$ cat src/verilog/fss_map.svh
// Register map, field positions, reset values and timing counts.
// Assumes a 25 MHz pclk and a 32-bit APB data path.
`ifndef FSS_MAP_SVH
`define FSS_MAP_SVH
// ****************************************
// Register byte offsets
// ****************************************
`define FSS_STATUS_OFS 8'h00
`define FSS_GATE_OFS 8'h04
`define FSS_CONFIG_OFS 8'h08
`define FSS_VERIFY_OFS 8'h0c
`define FSS_FAULT_OFS 8'h10
// ****************************************
// Fields and reset values
// ****************************************
`define FSS_CFG_GATE_WD 0
`define FSS_CFG_PHASE_FLT 1
`define FSS_CFG_PG_WD 2
`define FSS_CFG_PG_5V 3
`define FSS_CFG_FF_WD 4
`define FSS_CONFIG_RST 5'h00
`define FSS_GATE_RST 4'h0
`define FSS_RAIL_MCU 1
`define FSS_RAIL_G5V 2
`define FSS_FLT_MISMATCH 13
`define FSS_ST_SSOK 0
`define FSS_ST_WDF 1
`define FSS_ST_DONE 2
`define FSS_ST_VFAIL 3
// ****************************************
// Timing
// ****************************************
`define FSS_CLK_NS 40
`define FSS_PG_PULSE_NS 2000000
`define FSS_SETTLE_NS 400
`define FSS_SETTLE_CYC 4'((`FSS_SETTLE_NS + `FSS_CLK_NS - 1) / `FSS_CLK_NS)
`endif

$ cat src/verilog/fss_pkg.sv
// Types shared by the supervisor and its self-test sequencer.
// Assumes the map header supplies all numbers.
package fss_pkg;
  // One bit per rail: pre-reg, mcu, 5v, sensor 1, sensor 2
  typedef logic [4:0] fss_rail_t;
  // Self-test sequencer states, one-hot
  typedef enum logic [7:0] {
    st_idle = 8'h01, st_uv = 8'h02, st_gap1 = 8'h04, st_ov = 8'h08,
    st_gap2 = 8'h10, st_ot = 8'h20, st_gap3 = 8'h40, st_done = 8'h80
  } fss_test_state_t;
endpackage

$ cat src/verilog/fss_test_if.sv
// Link between the supervisor core and the self-test sequencer.
// Assumes both ends share pclk.
`timescale 1ns/10ps
interface fss_test_if;
  logic run; // Supply enabled, tests may run
  fss_pkg::fss_rail_t uv_cmp; // Live undervoltage comparators
  fss_pkg::fss_rail_t ov_cmp; // Live overvoltage comparators
  logic ot_cmp; // Live overtemperature comparator
  logic force_uv; // Stimulus enables
  logic force_ov;
  logic force_ot;
  logic [10:0] verify; // Latched failures: ot, ov[4:0], uv[4:0]
  logic testing; // Stimulus window, diagnostics untrusted
  logic done; // Sequence finished, comparators restored
  modport core (output run, uv_cmp, ov_cmp, ot_cmp,
    input force_uv, force_ov, force_ot, verify, testing, done);
  modport tester (input run, uv_cmp, ov_cmp, ot_cmp,
    output force_uv, force_ov, force_ot, verify, testing, done);
endinterface

$ cat src/verilog/fss_supervisor.sv
// Fault reporting, safe-state and gate-drive supervision with APB registers.
// Assumes synchronous comparator inputs and a combinational pin return path.
`timescale 1ns/10ps
`include "fss_map.svh"
module fss_supervisor #(
  parameter int PG_PULSE_CYCLES = `FSS_PG_PULSE_NS / `FSS_CLK_NS
) (
  // Clock and reset
  input wire logic pclk,
  input wire logic presetn,
  // APB slave
  input wire logic psel,
  input wire logic penable,
  input wire logic pwrite,
  input wire logic [7:0] paddr,
  input wire logic [31:0] pwdata,
  output logic [31:0] prdata,
  output logic pready,
  output logic pslverr,
  // Enables
  input wire logic logic_enable_in,
  input wire logic ignition_enable_in,
  output logic regulators_enable,
  // Comparators and monitors
  input wire fss_pkg::fss_rail_t rail_uv,
  input wire fss_pkg::fss_rail_t rail_ov,
  input wire logic overtemp_shutdown,
  input wire logic regulation_reference_uv,
  input wire logic monitor_reference_uv,
  input wire logic monitor_reference_fail,
  input wire logic wd_fault_event,
  // Self-test stimulus
  output logic uv_test_force,
  output logic ov_test_force,
  output logic ot_test_force,
  // Open-drain fault pins
  input wire logic power_good_n_in,
  output logic power_good_n_out,
  output logic power_good_n_oe,
  input wire logic watchdog_fault_n_in,
  output logic watchdog_fault_n_out,
  output logic watchdog_fault_n_oe,
  input wire logic general_fault_n_in,
  output logic general_fault_n_out,
  output logic general_fault_n_oe,
  // Safe-state pin
  output logic safe_state_out,
  input wire logic safe_state_sense,
  // Gate drives
  output logic battery_disconnect_drive,
  output logic phase_a_isolator_drive,
  output logic phase_b_isolator_drive,
  output logic phase_c_isolator_drive
);
  import fss_pkg::*;

  // ****************************************
  // Declarations
  // ****************************************
  fss_test_if tif ();
  logic [3:0] gate; // Software gate requests
  logic [4:0] cfg; // Option bits
  logic [13:0] fault; // Sticky non-watchdog faults
  logic [13:0] flt_ev; // Fault events this cycle
  logic wd_lat; // Latched watchdog fault
  logic mon_ok; // Diagnostics trustworthy
  fss_rail_t diag_uv; // Reported undervoltage
  fss_rail_t diag_ov; // Reported overvoltage
  logic mcu_bad;
  logic g5v_bad;
  logic mismatch;
  logic pulse_trig;
  logic pulse_active;
  logic any_flt;
  logic kill_all;
  logic [3:0] drive; // Gate drive levels
  logic [4:0] sel; // Register select
  logic wr_en;
  logic [31:0] rd_mux;
  logic [31:0] status;

  // ****************************************
  // Address decode
  // ****************************************
  // One-hot select, shared by read and write paths
  function automatic logic [4:0] reg_sel(input logic [7:0] a);
    reg_sel = {a == `FSS_FAULT_OFS, a == `FSS_VERIFY_OFS, a == `FSS_CONFIG_OFS,
      a == `FSS_GATE_OFS, a == `FSS_STATUS_OFS};
  endfunction
  assign sel = reg_sel(paddr);
  // Write lands on the completing edge only
  assign wr_en = psel & penable & pready & pwrite;

  // ****************************************
  // APB answer path
  // ****************************************
  // One wait state: ready in the second access cycle
  always_ff @(posedge pclk or negedge presetn) begin
    if (!presetn) begin
      pready <= 1'b0;
      prdata <= 32'h0000_0000;
      pslverr <= 1'b0;
    end else if (psel && penable && !pready) begin
      pready <= 1'b1;
      prdata <= pwrite ? 32'h0000_0000 : rd_mux;
      pslverr <= ~|sel; // Unmapped address errors
    end else begin
      pready <= 1'b0;
      pslverr <= 1'b0;
    end
  end

  // Status word, pin levels read back from the pads
  always_comb begin
    status = 32'h0000_0000;
    status[`FSS_ST_SSOK] = ~fault[`FSS_FLT_MISMATCH];
    status[`FSS_ST_WDF] = wd_lat;
    status[`FSS_ST_DONE] = tif.done;
    status[`FSS_ST_VFAIL] = tif.done & (|tif.verify);
    status[4] = power_good_n_in;
    status[5] = watchdog_fault_n_in;
    status[6] = general_fault_n_in;
    status[7] = safe_state_sense;
    status[8] = regulators_enable;
  end

  // Read mux, unmapped reads as zero
  always_comb begin
    case (sel)
      5'h01: rd_mux = status;
      5'h02: rd_mux = {28'h0000000, gate};
      5'h04: rd_mux = {27'h0000000, cfg};
      5'h08: rd_mux = {21'h000000, tif.verify};
      5'h10: rd_mux = {18'h00000, fault};
      default: rd_mux = 32'h0000_0000;
    endcase
  end

  // ****************************************
  // Software registers
  // ****************************************
  // Gate requests, all four bits replaced together by each write
  always_ff @(posedge pclk or negedge presetn) begin
    if (!presetn) begin
      gate <= `FSS_GATE_RST;
    end else if (wr_en && sel[1]) begin
      gate <= pwdata[3:0];
    end
  end

  // Option bits
  always_ff @(posedge pclk or negedge presetn) begin
    if (!presetn) begin
      cfg <= `FSS_CONFIG_RST;
    end else if (wr_en && sel[2]) begin
      cfg <= pwdata[4:0];
    end
  end

  // ****************************************
  // Enables and self-test
  // ****************************************
  // Supply follows the OR of both enables
  always_ff @(posedge pclk or negedge presetn) begin
    if (!presetn) begin
      regulators_enable <= 1'b0;
    end else begin
      regulators_enable <= logic_enable_in | ignition_enable_in;
    end
  end

  assign tif.run = regulators_enable;
  assign tif.uv_cmp = rail_uv;
  assign tif.ov_cmp = rail_ov;
  assign tif.ot_cmp = overtemp_shutdown;
  assign uv_test_force = tif.force_uv;
  assign ov_test_force = tif.force_ov;
  assign ot_test_force = tif.force_ot;

  fss_selftest u_selftest (
    .pclk(pclk),
    .presetn(presetn),
    .tif(tif)
  );

  // ****************************************
  // Fault detection
  // ****************************************
  // Comparators only count once tests are over and stimuli gone
  assign mon_ok = tif.done & ~tif.testing;
  // A dead monitor reference shows every rail as bad
  assign diag_uv = mon_ok ? (rail_uv | {5{monitor_reference_fail}}) : 5'h00;
  assign diag_ov = mon_ok ? rail_ov : 5'h00;
  assign mcu_bad = diag_uv[`FSS_RAIL_MCU] | diag_ov[`FSS_RAIL_MCU];
  assign g5v_bad = diag_uv[`FSS_RAIL_G5V] | diag_ov[`FSS_RAIL_G5V];
  // Pin compared with its own flop; pad loop is assumed same-cycle
  assign mismatch = tif.done & (safe_state_sense != safe_state_out);
  assign flt_ev = {mismatch,
    mon_ok & monitor_reference_fail,
    mon_ok & (regulation_reference_uv | monitor_reference_uv),
    mon_ok & overtemp_shutdown, diag_ov, diag_uv};

  // Sticky faults, write one to clear, a new event wins
  always_ff @(posedge pclk or negedge presetn) begin
    if (!presetn) begin
      fault <= 14'h0000;
    end else if (wr_en && sel[4]) begin
      fault <= (fault & ~pwdata[13:0]) | flt_ev;
    end else begin
      fault <= fault | flt_ev;
    end
  end

  // Watchdog fault latches until the supply is switched off
  always_ff @(posedge pclk or negedge presetn) begin
    if (!presetn) begin
      wd_lat <= 1'b0;
    end else if (wd_fault_event) begin
      wd_lat <= 1'b1;
    end else if (!regulators_enable) begin
      wd_lat <= 1'b0;
    end
  end

  // First watchdog fault starts the optional reset pulse
  assign pulse_trig = cfg[`FSS_CFG_PG_WD] & wd_fault_event & ~wd_lat;

  fss_pg_pulse #(
    .CYCLES(PG_PULSE_CYCLES)
  ) u_pg_pulse (
    .pclk(pclk),
    .presetn(presetn),
    .trig(pulse_trig),
    .active(pulse_active)
  );

  // ****************************************
  // Pins
  // ****************************************
  // Open-drain pads only ever pull low
  assign power_good_n_out = 1'b0;
  assign watchdog_fault_n_out = 1'b0;
  assign general_fault_n_out = 1'b0;

  // Power-good held low through startup, then by rail state or the watchdog pulse
  always_ff @(posedge pclk or negedge presetn) begin
    if (!presetn) begin
      power_good_n_oe <= 1'b1;
    end else begin
      power_good_n_oe <= ~tif.done | mcu_bad
        | pulse_active
        | (cfg[`FSS_CFG_PG_5V] & g5v_bad);
    end
  end

  // Watchdog and general fault pins
  always_ff @(posedge pclk or negedge presetn) begin
    if (!presetn) begin
      watchdog_fault_n_oe <= 1'b0;
      general_fault_n_oe <= 1'b0;
    end else begin
      watchdog_fault_n_oe <= wd_lat;
      general_fault_n_oe <= (|fault)
        | (cfg[`FSS_CFG_FF_WD] & wd_lat);
    end
  end

  // Safe state demanded high only when controller is trusted
  always_ff @(posedge pclk or negedge presetn) begin
    if (!presetn) begin
      safe_state_out <= 1'b0;
    end else begin
      safe_state_out <= tif.done & ~(wd_lat | mcu_bad);
    end
  end

  // ****************************************
  // Gate drives
  // ****************************************
  assign kill_all = cfg[`FSS_CFG_GATE_WD] & wd_lat;
  assign any_flt = |fault;
  // Battery disconnect always drops on a non-watchdog fault
  assign drive[0] = gate[0] & ~kill_all & ~any_flt;
  genvar gi;
  generate
    for (gi = 1; gi < 4; gi++) begin : g_phase
      // Phases stay up on faults unless the option says otherwise
      assign drive[gi] = gate[gi] & ~kill_all & ~(any_flt & cfg[`FSS_CFG_PHASE_FLT]);
    end
  endgenerate

  // One sources gate current, zero sinks it
  always_ff @(posedge pclk or negedge presetn) begin
    if (!presetn) begin
      battery_disconnect_drive <= 1'b0;
      phase_a_isolator_drive <= 1'b0;
      phase_b_isolator_drive <= 1'b0;
      phase_c_isolator_drive <= 1'b0;
    end else begin
      battery_disconnect_drive <= drive[0];
      phase_a_isolator_drive <= drive[1];
      phase_b_isolator_drive <= drive[2];
      phase_c_isolator_drive <= drive[3];
    end
  end

  // ****************************************
  // Checks
  // ****************************************
  a_enable_or: assert property (@(posedge pclk) disable iff (!presetn)
    (logic_enable_in | ignition_enable_in) |=> regulators_enable)
    else $error("regulators off with an enable high");
  a_pg_mcu: assert property (@(posedge pclk) disable iff (!presetn)
    mcu_bad |=> power_good_n_oe)
    else $error("power-good not low on mcu rail fault");
  a_pg_pulse: assert property (@(posedge pclk) disable iff (!presetn)
    pulse_trig |-> ##2 power_good_n_oe [*8])
    else $error("power-good pulse missing");
  a_wd_pin: assert property (@(posedge pclk) disable iff (!presetn)
    wd_fault_event |-> ##2 !watchdog_fault_n_oe == 1'b0)
    else $error("watchdog fault pin not low");
  a_gf_fault: assert property (@(posedge pclk) disable iff (!presetn)
    (|flt_ev) |-> ##2 general_fault_n_oe)
    else $error("general fault pin not low on fault");
  a_gf_wd_off: assert property (@(posedge pclk) disable iff (!presetn)
    (wd_lat && !cfg[`FSS_CFG_FF_WD] && fault == 14'h0000) |=> !general_fault_n_oe)
    else $error("watchdog reached general fault by default");
  a_safe_low: assert property (@(posedge pclk) disable iff (!presetn)
    (wd_lat || mcu_bad) |=> !safe_state_out)
    else $error("safe state high during fault");
  a_safe_cmp: assert property (@(posedge pclk) disable iff (!presetn)
    mismatch |=> (fault[`FSS_FLT_MISMATCH] && !status[`FSS_ST_SSOK]))
    else $error("safe state mismatch not flagged");
  a_gate_wd: assert property (@(posedge pclk) disable iff (!presetn)
    kill_all |=> !(battery_disconnect_drive | phase_a_isolator_drive
      | phase_b_isolator_drive | phase_c_isolator_drive))
    else $error("gates on after watchdog fault");
  a_batt_flt: assert property (@(posedge pclk) disable iff (!presetn)
    any_flt |=> !battery_disconnect_drive)
    else $error("battery drive on after fault");
  a_gate_bit: assert property (@(posedge pclk) disable iff (!presetn)
    (!kill_all && !any_flt) |=> (phase_b_isolator_drive == $past(gate[2])))
    else $error("gate bit not applied");
endmodule

$ cat src/verilog/fss_pg_pulse.sv
// Fixed-length low pulse timer for the power-good pin.
// Assumes trig is a single-cycle pulse.
`timescale 1ns/10ps
module fss_pg_pulse #(
  parameter int CYCLES = 50000
) (
  // Clock and reset
  input wire logic pclk,
  input wire logic presetn,
  // Control
  input wire logic trig,
  output logic active
);
  localparam int W = $clog2(CYCLES + 1);
  logic [W-1:0] cnt; // Cycles left in the pulse
  // Load on trigger, count down to zero
  always_ff @(posedge pclk or negedge presetn) begin
    if (!presetn) begin
      cnt <= '0;
    end else if (trig) begin
      cnt <= W'(CYCLES);
    end else if (cnt != '0) begin
      cnt <= cnt - 1'b1;
    end
  end
  assign active = (cnt != '0);
endmodule

$ cat src/verilog/fss_selftest.sv
// Startup comparator self-test sequencer.
// Assumes comparators answer a stimulus within the settle time.
`timescale 1ns/10ps
`include "fss_map.svh"
module fss_selftest (
  // Clock and reset
  input wire logic pclk,
  input wire logic presetn,
  // Core link
  fss_test_if.tester tif
);
  import fss_pkg::*;
  fss_test_state_t state, next_state;
  logic [3:0] cnt; // Cycles spent in a state
  logic [10:0] pre; // Comparator levels before a stimulus
  logic last;
  assign last = (cnt == `FSS_SETTLE_CYC - 4'h1);
  // Sequence: uv, recover, ov, recover, ot, recover, done
  always_comb begin
    next_state = state;
    case (state)
      st_idle: next_state = st_uv;
      st_uv: if (last) next_state = st_gap1;
      st_gap1: if (last) next_state = st_ov;
      st_ov: if (last) next_state = st_gap2;
      st_gap2: if (last) next_state = st_ot;
      st_ot: if (last) next_state = st_gap3;
      st_gap3: if (last) next_state = st_done;
      st_done: next_state = st_done;
      default: next_state = st_idle;
    endcase
    if (!tif.run) begin
      next_state = st_idle;
    end
  end
  // State, counter and pre-stimulus snapshot
  always_ff @(posedge pclk or negedge presetn) begin
    if (!presetn) begin
      state <= st_idle;
      cnt <= 4'h0;
      pre <= 11'h000;
    end else begin
      state <= next_state;
      cnt <= (next_state != state) ? 4'h0 : cnt + 4'h1;
      if (next_state != state) begin
        pre <= {tif.ot_cmp, tif.ov_cmp, tif.uv_cmp};
      end
    end
  end
  // Verify bits latch when a bit fails to go 0 to 1
  always_ff @(posedge pclk or negedge presetn) begin
    if (!presetn) begin
      tif.verify <= 11'h000;
    end else if (state == st_idle) begin
      tif.verify <= 11'h000;
    end else if (last) begin
      if (state == st_uv) tif.verify[4:0] <= tif.verify[4:0] | ~(~pre[4:0] & tif.uv_cmp);
      if (state == st_ov) tif.verify[9:5] <= tif.verify[9:5] | ~(~pre[9:5] & tif.ov_cmp);
      if (state == st_ot) tif.verify[10] <= tif.verify[10] | ~(~pre[10] & tif.ot_cmp);
    end
  end
  // Stimulus drives and phase flags, all registered
  always_ff @(posedge pclk or negedge presetn) begin
    if (!presetn) begin
      tif.force_uv <= 1'b0;
      tif.force_ov <= 1'b0;
      tif.force_ot <= 1'b0;
      tif.testing <= 1'b0;
      tif.done <= 1'b0;
    end else begin
      tif.force_uv <= (next_state == st_uv);
      tif.force_ov <= (next_state == st_ov);
      tif.force_ot <= (next_state == st_ot);
      tif.testing <= (next_state != st_idle) && (next_state != st_done);
      tif.done <= (next_state == st_done);
    end
  end
  a_uv_verify: assert property (@(posedge pclk) disable iff (!presetn)
    (state == st_uv && last && !tif.uv_cmp[0]) |=> tif.verify[0])
    else $error("uv verify bit not latched");
  a_ot_verify: assert property (@(posedge pclk) disable iff (!presetn)
    (state == st_ot && last && !tif.ot_cmp) |=> tif.verify[10])
    else $error("ot verify bit not latched");
  a_stim_release: assert property (@(posedge pclk) disable iff (!presetn)
    tif.done |-> !(tif.force_uv || tif.force_ov || tif.force_ot))
    else $error("stimulus still applied after tests");
endmodule

$ cat config.mk
export PLATFORM = sky130hd
export DESIGN_NAME = fss_supervisor
export DESIGN_NICKNAME = d
export VERILOG_FILES = /design/src/verilog/fss_pkg.sv /design/src/verilog/fss_test_if.sv /design/src/verilog/fss_supervisor.sv /design/src/verilog/fss_pg_pulse.sv /design/src/verilog/fss_selftest.sv
export VERILOG_INCLUDE_DIRS = /design/src /design/src/verilog
export SDC_FILE = /design/constraint.sdc
export NUM_CORES = 1
export LEC_CHECK = 0
export BUFFER_PORTS_ARGS = -buffer_cell sky130_fd_sc_hd__buf_4
export CORE_MARGIN = 4
export CORE_UTILIZATION = 35
export DETAILED_ROUTE_END_ITERATION = 10
export HOLD_SLACK_MARGIN = 0.08
export MAX_ROUTING_LAYER = met4
export PLACE_DENSITY = 0.6
export SETUP_SLACK_MARGIN = 0.15
export SYNTH_ARGS = -nofsm -noshare
export SYNTH_HDL_FRONTEND = slang
export SYNTH_SLANG_ARGS = --single-unit
$ cat constraint.sdc
create_clock -name pclk -period 2.98 [get_ports pclk]
set_clock_uncertainty 0.2 [all_clocks]
set_input_delay 0.298 -clock pclk [delete_from_list [all_inputs] [get_ports pclk]]
set_output_delay 0.298 -clock pclk [all_outputs]
set_load 0.05 [all_outputs]
* Yosys cells after proc, flatten, opt, wreduce, memory -nomap -nowiden
Index checks and enable logic that the tools add are counted.
** Operators by class
- Muxes and demuxes :: 25
- Add/sub/neg operators :: 2
- Equality and inequality tests :: 27
- Bitwise gates (word level) :: 58
- Reductions and logical operators :: 21
** Operators with widths (count)
- $pmux 14 s5 :: 1
- $pmux 8 s8 :: 1
- $mux 8 :: 7
- $eq 8x4->1 const B :: 4
- $mux 16 :: 2
- $mux 32 :: 1
- $or 14x14->14 :: 2
- $and 1x1->1 :: 25
- $mux 11 :: 2
- $mux 5 :: 4
- $not 5->5 :: 4
- $eq 8x2->1 const B :: 2
- $eq 8x3->1 const B :: 2
- $eq 8x5->1 const B :: 2
- $eq 8x6->1 const B :: 2
- $eq 8x8->1 const B :: 2
- $reduce_bool 16->1 :: 1
- $sub 16x1->16 const B :: 1
- $or 5x5->5 :: 3
- $and 14x14->14 :: 1
- $mux 14 :: 1
- $not 14->14 :: 1
- $reduce_or 14->1 :: 1
- $reduce_or 11->1 :: 1
- other kinds (25) :: 60
** Storage, ports and cells
- Output and inout bits :: 49
- Bits in registers :: 122
- Logic and storage cells :: 161

* Logic depth before layout (Yosys ltp)
Gate-level depths: netlist of the first run.
- Word-level depth :: 7
- Gate-level depth with buffers :: 12

* Cells and area by module
From an unflattened synthesis of the first run, not the netlist that was laid out.
** Second synthesis, totals
- Cell total of the unflattened synthesis :: 519
- Area, all modules :: 5432.7 um2
** Modules (own cells, without submodules)
- fss_supervisor :: area an instance 2514.9 um2, times used 1, cells each 242, sequential area each 1227.4 um2
- fss_selftest :: area an instance 1989.4 um2, times used 1, cells each 186, sequential area each 977.2 um2
- fss_pg_pulse :: area an instance 928.4 um2, times used 1, cells each 91, sequential area each 400.4 um2

* Least setup slack after synthesis of the first run
Ideal clock, no wire load.
- Path kind :: reg-to-reg
- Start point :: register u_selftest.cnt[0]
- End point :: register u_selftest.pre[10]
- Arrival :: 2.502 ns
- Clock period less this slack :: 2.828 ns
- Stages on the path, launching flop included :: 12
- Slack :: 0.152 ns
- Buffers on the path :: 3
- Path through :: dfrtp_1 -> ha_1 -> and3b_2 -> and4b_2 -> clkbuf_1 -> a41o_1 -> a31oi_1 -> nor2_1 -> or3_1 -> buf_6 -> buf_12 -> mux2_4
** On the way
- Cells in the longest elaborated chain, start to end :: 5
- Elaborated cells on any way between the ends :: 10
- Classes of those cells :: 2 x eq/ne; 8 x mux
** RTL lines
- start: declaration :: RTL line fss_selftest.sv:14 : logic [3:0] cnt;
- start signal: assignment :: RTL line fss_selftest.sv:44 : cnt <= (next_state != state) ? 4'h0 : cnt + 4'h1;
- $eq 4x4->1 * :: RTL line fss_selftest.sv:17 : assign last = (cnt == `FSS_SETTLE_CYC - 4'h1);
- $mux 8, or another cell as far along :: RTL line fss_selftest.sv:28 : st_gap3: if (last) next_state = st_done;
- $pmux 8 s8 * :: RTL line fss_selftest.sv:21 : case (state)
- $mux 8 * :: RTL line fss_selftest.sv:32 : if (!tif.run) begin
- $ne 8x8->1 * :: RTL line fss_selftest.sv:45 : if (next_state != state) begin
- end signal: assignment :: RTL line fss_selftest.sv:46 : pre <= {tif.ot_cmp, tif.ov_cmp, tif.uv_cmp};
- end: declaration :: RTL line fss_selftest.sv:15 : logic [10:0] pre;
Mark *: on every way between the ends. The rest lies on a longest branch, timed or not.
A chain may end at the register's enable or synchronous reset.

* Worst setup path after layout of the first run
- Start point :: register u_selftest.state[3]
- End point :: register u_selftest.pre[6]
** On the way
- Cells in the longest elaborated chain, start to end :: 4
- Elaborated cells on any way between the ends :: 17
- Classes of those cells :: 9 x eq/ne; 8 x mux
** RTL lines
- start: declaration :: RTL line fss_selftest.sv:13 : fss_test_state_t state, next_state;
- start signal: assignment :: RTL line fss_selftest.sv:39 : state <= st_idle;
- start signal: assignment :: RTL line fss_selftest.sv:43 : state <= next_state;
- $eq 8x8->1, or another cell as far along :: RTL line fss_selftest.sv:21
- $pmux 8 s8 :: RTL line fss_selftest.sv:21
- $mux 8 :: RTL line fss_selftest.sv:32
- $ne 8x8->1 * :: RTL line fss_selftest.sv:45
Marks and branches as above.

==> key figures, run 1 <==
Drt
  • Via/cell ratio: about 5.3
  • Top Layer Used: met4
  • WL final: 12.8 mm
  • Metal2 WL: 6.26 mm
  • M1 WL: 5.42 mm
  • Met3 Wirelength: 897 µm
  • DR iter-0 viols: 498
  • Final ANT Viol Nets: 0
  • Pre-antenna DRT Iters: 5
  • DRC viols: 0
  • Routed WL per cell: 16.0 µm
  • Via count: 4,233

Floorplan
  • Num ports: 115
  • Chip width: 128 µm
  • Die Area: 16,400 µm²
  • Die H: between 100 and 150 µm
  • Initial Util: 0.360
  • # rows: 43
  • Core ar.: 14,000 µm²

Timing
  • Final setup violation count: 0
  • Post-route minimum period: 2.78 ns
  • Sum Neg Setup Slack: 0 ns
  • Final Cycle Share: 0.932
  • Final hold violation count: 0
  • Rel. slew slack: 0.392
  • RSZ-0062 raised after global routing: no
  • Max Clk Rate: 360 MHz
  • Final Max Tran Viols: 0
  • Slew @ Worst Pin: slightly above 0.9 ns

Worst setup path
  • Setup CP Type: register to register
  • Setup crit end kind: register
  • WP data required: 3.01 ns
  • Worst Path Arrival: 2.80 ns
  • Worst setup SP type: register
  • Max FO, Critical Path: 15

Logic synthesis
  • Cells after Synth: 499
  • Synthesized area: 5030 µm²
  • Post-synth EDFFs: 0
  • Register area share after synthesis: 0.517
  • Synth async-reset ratio: 1.00
  • Main synth FF type: dfrtp_1
  • Distinct cell type count after synthesis: 60
  • Syn_area_per_cell: a little over 10 µm²
  • Ys Warns: 0
  • Flops & latches, synth: 104

CTS
  • Max H-tree Level: 3
  • Clock tree from TritonCTS: built
  • CTS Buf Count: 9
  • Clk buf depth: 2
  • Clk_lat worst skew: 0.34 ns
  • Worst-path clk slew: 0.07 ns
  • Clock root cell: clkbuf_16
  • Clock sinks: 104

Power and ir drop
  • IR drop worst, VDD: 0.000309 V
  • Pleak: 2.94 nW
  • Power per cell area: 627 nW/µm²

Run status
  • Status: complete, no violations

Cells and area
  • Non-Filler Instances: 802
  • Fin util: 0.460
  • Fill count: 1,302
  • Layout cells sized above 1: 0.238
  • Area Overhead vs Synth: 27.7%
  • Diodes inserted: 0
  • Nets: 686

GRT
  • Largest net degree at the start of global routing: 56
  • Antenna violations before repair: 0
  • Vias in the first global route: 4,200
  • GR Overflow Total: 0
  • Global-route wire length before repair: approximately 21 mm
  • GR Util All Layers: 0.164

Place
  • Port bufs: 75
  • # placed instances: around 750
  • Placer's final routability congestion estimate: 0.989
  • Post-DP HPWL: 9.26 mm

Run
  • Max Cap Violations: 0

Hold path
  • Worst hold path class: input port to register
==> synthesized netlist by cell type (3+ instances only) <==
| cell | number | area share |
|---|---|---|
| dfrtp_1 | 102 | 0.51 |
| nand2_1 | 61 | 0.045 |
| nor2_1 | 57 | 0.042 |
| a21oi_1 | 27 | 0.027 |
| o21ai_0 | 27 | 0.027 |
| nor3_1 | 24 | 0.024 |
| buf_4 | 23 | 0.034 |
| mux2_2 | 15 | 0.034 |
| a22o_1 | 12 | 0.021 |
| nand2b_1 | 12 | 0.015 |
| clkbuf_1 | 9 | 0.0067 |
| inv_1 | 9 | 0.0067 |
| nor4_1 | 8 | 0.0099 |
| xnor2_1 | 8 | 0.014 |
| a222oi_1 | 7 | 0.014 |
| and2_1 | 7 | 0.0087 |
| mux2_4 | 6 | 0.018 |
| nand3_1 | 6 | 0.0060 |
| or3_1 | 6 | 0.0075 |
| buf_6 | 5 | 0.011 |
| or4_1 | 5 | 0.0075 |
| xor2_1 | 5 | 0.0087 |
| nand4_1 | 4 | 0.0050 |
| a31oi_1 | 3 | 0.0037 |
| and3_1 | 3 | 0.0037 |
| ha_1 | 3 | 0.0075 |
| o211ai_1 | 3 | 0.0045 |
==> kinds of logic after synthesis <==
logic type,synth area share
AO/OA/AOI/OAI,0.134
flip-flops,0.517
XOR/XNOR,0.0226
other,0.000745
AND/OR/NAND/NOR,0.200
adder cells (fa/ha/maj),0.00746
buffers and inverters,0.0629
multiplexers,0.0554
==> cell usage in the layout, fill, tap and decap left out, types with 12 or more instances in the layout <==
cell type       n
dlygate4sd3_1  32
dfrtp_1        98
nor3_1         22
a22o_1         12
conb_1         21
nand2b_1       12
a21oi_1        27
mux2_2         15
buf_4          91
nand2_1        61
o21ai_0        26
nor2_1         57
==> routing by layer <==
layer / up-vias / global-route usage
li1: 1969 / -
met1: 2059 / 0.210
met2: 180 / 0.272
met3: 25 / 0.0200
met4: 0 / 0.0562
met5: - / -
==> worst max-delay path, cell delays in order (launching register included) <==
cell and delay [ns]:
dfrtp_2 0.45, or3b_4 0.42, o21a_2 0.16, o21a_4 0.24, o21ai_1 0.20, o2111ai_1 0.16
or3_1 0.37, buf_12 0.18, mux2_4 0.29
==> report_power, final <==
part	leakage, nW	switching (mW)	internal [mW]	total, mW
Combinational	1.45	0.570	0.552	1.12
Clock	0.153	0.507	0.699	1.21
Sequential	1.34	0.121	1.58	1.71
Total	2.94	1.20	2.84	4.03
==> metrics by stage <==
step | power [mW] | hold WS (ns) | setup slack, ns | cell area, µm²
finish | 4.03 | 0.0867 | 0.202 | 6430
global route | 4.24 | 0.0901 | 0.149 | 6430
CTS | 4.03 | 0.0822 | 0.153 | 6370
detailed placement | 2.78 | 0.171 | 0.120 | 5740
global placement | 2.75 | 0.165 | 0.174 | 5740
floorplan | 2.57 | -0.198 | 0.152 | 5110
==> timing repair <==
item                                    4_1_cts  5_1_grt
hold buffers                                 32        0
endpoints found under the setup margin       11       11
hold endpoints to repair                     85        0
buffers inserted                              0        5
gates resized for setup                       1        8
pin swaps                                     0        0
==> layout make-up <==
type                            instances  area, µm²  area share
Clock buffer                           12        256      0.0399
Timing Repair Buffer                  125       1040       0.162
Sequential cell                       104       2610       0.406
Clock inverter                          4       52.6     0.00817
Multi-Input combinational cell        368       2210       0.343
Tap cell                              180        225      0.0350
Inverter                                9       33.8     0.00525
==> worst paths after layout <==
check                               startpoint                   to  slack [ns]  cells past startpoint
max                        u_selftest.state[3]    u_selftest.pre[6]        0.20                      8
min                                  pwdata[6]             fault[6]        0.09                      3
max reg2reg                u_selftest.state[3]    u_selftest.pre[6]        0.20                      8
min reg2reg                          prdata[0]            prdata[0]        0.28                      2
max in group asynchronous              presetn  u_selftest.state[0]        1.47                      3
min in group asynchronous              presetn           prdata[11]        0.34                      2
==> registers in the layout, indices dropped and copies added (netlist names), 4 cells and up <==
signal and cells:
u_pg_pulse.cnt 16, gate 4, u_selftest.pre 11, u_selftest.cnt 4, cfg 5, u_selftest.tif.verify 11, fault 14, u_selftest.state 8
prdata 14
Note: power is estimated with default switching activity, not from simulation.
==> inputs of run 2 (changes only) <==
--- a/config.mk
+++ b/config.mk
@@ -12,7 +12,7 @@
 export DETAILED_ROUTE_END_ITERATION = 10
 export HOLD_SLACK_MARGIN = 0.08
 export MAX_ROUTING_LAYER = met4
-export PLACE_DENSITY = 0.6
+export PLACE_DENSITY = 0.58
 export SETUP_SLACK_MARGIN = 0.15
 export SYNTH_ARGS = -nofsm -noshare
 export SYNTH_HDL_FRONTEND = slang
==> constraint.sdc (replaced) <==
create_clock -name pclk -period 2.6 [get_ports pclk]
set_clock_uncertainty 0.2 [all_clocks]
set_input_delay 0.26 -clock pclk [delete_from_list [all_inputs] [get_ports pclk]]
set_output_delay 0.26 -clock pclk [all_outputs]
set_load 0.05 [all_outputs]
==> key figures, run 2 (synthesis results as in run 1) <==
Cells and area
  • Fill count: 1,299 (was 1,302)
  • Footprint of the multi-input gates: 2290 µm² (was 2210 µm²)
  • Top Registers: u_pg_pulse.cnt: 16 flops, fault: 14 flops, prdata: 14 flops (unchanged)
  • Biggest register: u_pg_pulse.cnt (unchanged)
  • Register area: 2610 µm² (about the same)
  • Most frequent cells in the layout: buf_4 (110), dfrtp_1 (102), nand2_1 (60) (was dfrtp_1 (98), buf_4 (91), nand2_1 (61))
  • Diodes inserted: 0 (unchanged)
  • Layout cells sized above 1: 0.276 (was 0.238)
  • Post-route cell area: 6770 µm² (was 6430 µm²)
  • Area Overhead vs Synth: 34.4% (was 27.7%)
  • Max reg flops: 16 (unchanged)
  • Non-Filler Instances: 831 (was 802)
  • Commonest non-fill, non-tap cell in the layout: buf_4 (was dfrtp_1)
  • Nets: 715 (was 686)

Drt
  • Routed WL per cell: 16.0 µm (about the same)
  • Final ANT Viol Nets: 0 (unchanged)
  • Via count: 4,258 (was 4,233)
  • WL final: 13.3 mm (was 12.8 mm)
  • Pre-antenna DRT Iters: 6 (was 5)
  • Via/cell ratio: 5.12 (was 5.28)
  • DRC viols: 0 (unchanged)
  • DR iter-0 viols: 490 (was 498)

Power and ir drop
  • Sw power: 1.50 mW (was 1.20 mW)
  • Logic pwr share: 0.330 (was 0.278)
  • P_int: 3.47 mW (was 2.84 mW)
  • Sequential Power Share: 0.389 (was 0.423)
  • Sw Share: 0.302 (was 0.297)
  • Pleak: 3.11 nW (was 2.94 nW)
  • IR drop worst, VDD: 0.000409 V (was 0.000309 V)
  • Power per cell area: 736 nW/µm² (was 627 nW/µm²)
  • Clock Power Share: 0.281 (was 0.299)

Worst setup path
  • Setup CP Type: register to register (unchanged)
  • Worst setup SP type: register (unchanged)
  • CP Cell Sequence: or3b_1, o21a_2, o21a_4, o21ai_1, o2111ai_1, or3_4, buf_8, mux2_4 (was or3b_4, o21a_2, o21a_4, o21ai_1, o2111ai_1, or3_1, buf_12, mux2_4)
  • R2R Path Start: u_selftest.state[1] (was u_selftest.state[3])
  • Worst path slowest cell: dfrtp_1 (was dfrtp_2)
  • R2R cell count: 8 (unchanged)
  • Setup crit start: u_selftest.state[1] (was u_selftest.state[3])
  • Internal reg-to-reg setup slack: -0.007 ns (was 0.20 ns)
  • Max FO, Critical Path: 6 (was 15)
  • Reg2Reg Capture Point: u_selftest.pre[9] (was u_selftest.pre[6])
  • Worst Path Arrival: 2.64 ns (was 2.80 ns)
  • Setup crit end kind: register (unchanged)
  • Max incr delay on CP: 0.41 ns (was 0.45 ns)
  • WP data required: 2.63 ns (was 3.01 ns)

Hold path
  • Worst hold path class: input port to register (unchanged)
  • Worst Hold Path EP: pready (was fault[6])
  • Hold path start: penable (was pwdata[6])
  • Cells on Worst Hold Path: 4 (was 3)

CTS
  • Worst-path clk slew: 0.07 ns (about the same)
  • Clock root cell: clkbuf_16 (unchanged)
  • Clk buf depth: 2 (unchanged)
  • Clock sinks: 104 (unchanged)
  • CTS Buf Count: 9 (unchanged)
  • Clock tree from TritonCTS: built (unchanged)
  • Max H-tree Level: 3 (unchanged)
  • Clk_lat worst skew: 0.34 ns (about the same)

Floorplan
  • # rows: 43 (unchanged)
  • Core ar.: 14,000 µm² (unchanged)
  • Num ports: 115 (unchanged)
  • Initial Util: 0.360 (unchanged)
  • Die H: 128 µm (unchanged)
  • Die Area: 16,400 µm² (unchanged)
  • Chip width: 128 µm (unchanged)

GRT
  • GR Overflow Total: 0 (unchanged)
  • GR Util All Layers: 0.169 (was 0.164)
  • Largest net degree at the start of global routing: 45 (was 56)
  • Vias in the first global route: 4,370 (was 4,200)
  • Global-route wire length before repair: 21.7 mm (was 21.1 mm)
  • Antenna violations before repair: 0 (unchanged)

Timing
  • Fin worst setup slack: -0.00676 ns (was 0.202 ns)
  • Final Cycle Share: 1.00 (was 0.932)
  • Post-route minimum period: 2.61 ns (was 2.78 ns)
  • Rel. slew slack: 0.471 (was 0.392)
  • Final hold violation count: 0 (unchanged)
  • Final setup violation count: 3 (was 0)
  • Max Clk Rate: 384 MHz (was 360 MHz)
  • Final Max Tran Viols: 0 (unchanged)
  • RSZ-0062 raised after global routing: yes (was no)
  • Slew @ Worst Pin: 0.791 ns (was 0.908 ns)

Place
  • Pre-CTS setup slack: -0.178 ns (was 0.120 ns)
  • Placer's final routability congestion estimate: 0.876 (was 0.989)
  • Post-DP Area: 5900 µm² (was 5740 µm²)
  • # placed instances: 772 (was 749)
  • Post-DP HPWL: 9.56 mm (was 9.26 mm)
  • Port bufs: 75 (unchanged)

Run status
  • Violated checks: negative setup slack
  • Status: finished with violations (was complete, no violations)

Run
  • Max Cap Violations: 0 (unchanged)
==> run 2: repair_timing <==
action	CTS	global route
cloned	1	0
pin swaps	8	2
hold buffers	39	0
gates resized for setup	16	15
hold endpoints to repair	88	0
endpoints found under the setup margin	17	21
buffers inserted	1	2
==> run 2: cell type report <==
type	instances	share of cell area
inverter	9	0.00499
clock buffer	12	0.0379
clock inverter	4	0.00777
timing repair buffer	154	0.193
tap	180	0.0333
sequential	104	0.385
multi-input combinational	368	0.338
==> run 2: power by group through the flow <==
stage / Clock (mW) / Combinational (mW) / Sequential [mW]
finish: 1.40 / 1.64 / 1.94
global route: 1.50 / 1.77 / 1.96
CTS: 1.43 / 1.54 / 1.93
detailed placement: 0 / 1.31 / 1.95
global placement: 0 / 1.28 / 1.95
floorplan: 0 / 0.963 / 1.99
==> run 2: worst max path at each step <==
stage	end
after floorplan	u_selftest.pre[10]
after global placement	u_selftest.pre[7]
after detailed placement	u_selftest.pre[9]
after CTS	u_selftest.pre[6]
after global routing	u_selftest.pre[6]
final	u_selftest.pre[9]
==> run 2: metal layers <==
layer	share of wire	track usage	wire (µm)	vias to the layer above
li1	-	-	-	2018
met1	0.44	0.219	5900	2066
met2	0.48	0.271	6350	148
met3	0.056	0.0229	743	26
met4	0.023	0.0637	305	0
met5	0	-	0	-
==> run 2: critical path, delay by kind of cell (launching register included) <==
family | cells | cell delay, ns
simple gates | 2 | 0.77
flops | 1 | 0.41
buf+inv | 1 | 0.16
mux | 1 | 0.29
compound gates | 4 | 0.66
==> run 2: through the flow <==
step	setup TNS [ns]	hold WS [ns]	util	power [mW]
finish	-0.0181	0.155	0.484	4.98
global route	-0.660	0.181	0.484	5.23
CTS	0	0.148	0.478	4.91
detailed placement	-2.05	0.102	0.422	3.27
global placement	-0.431	0.0878	0.422	3.23
floorplan	-1.00	-0.236	-	2.95
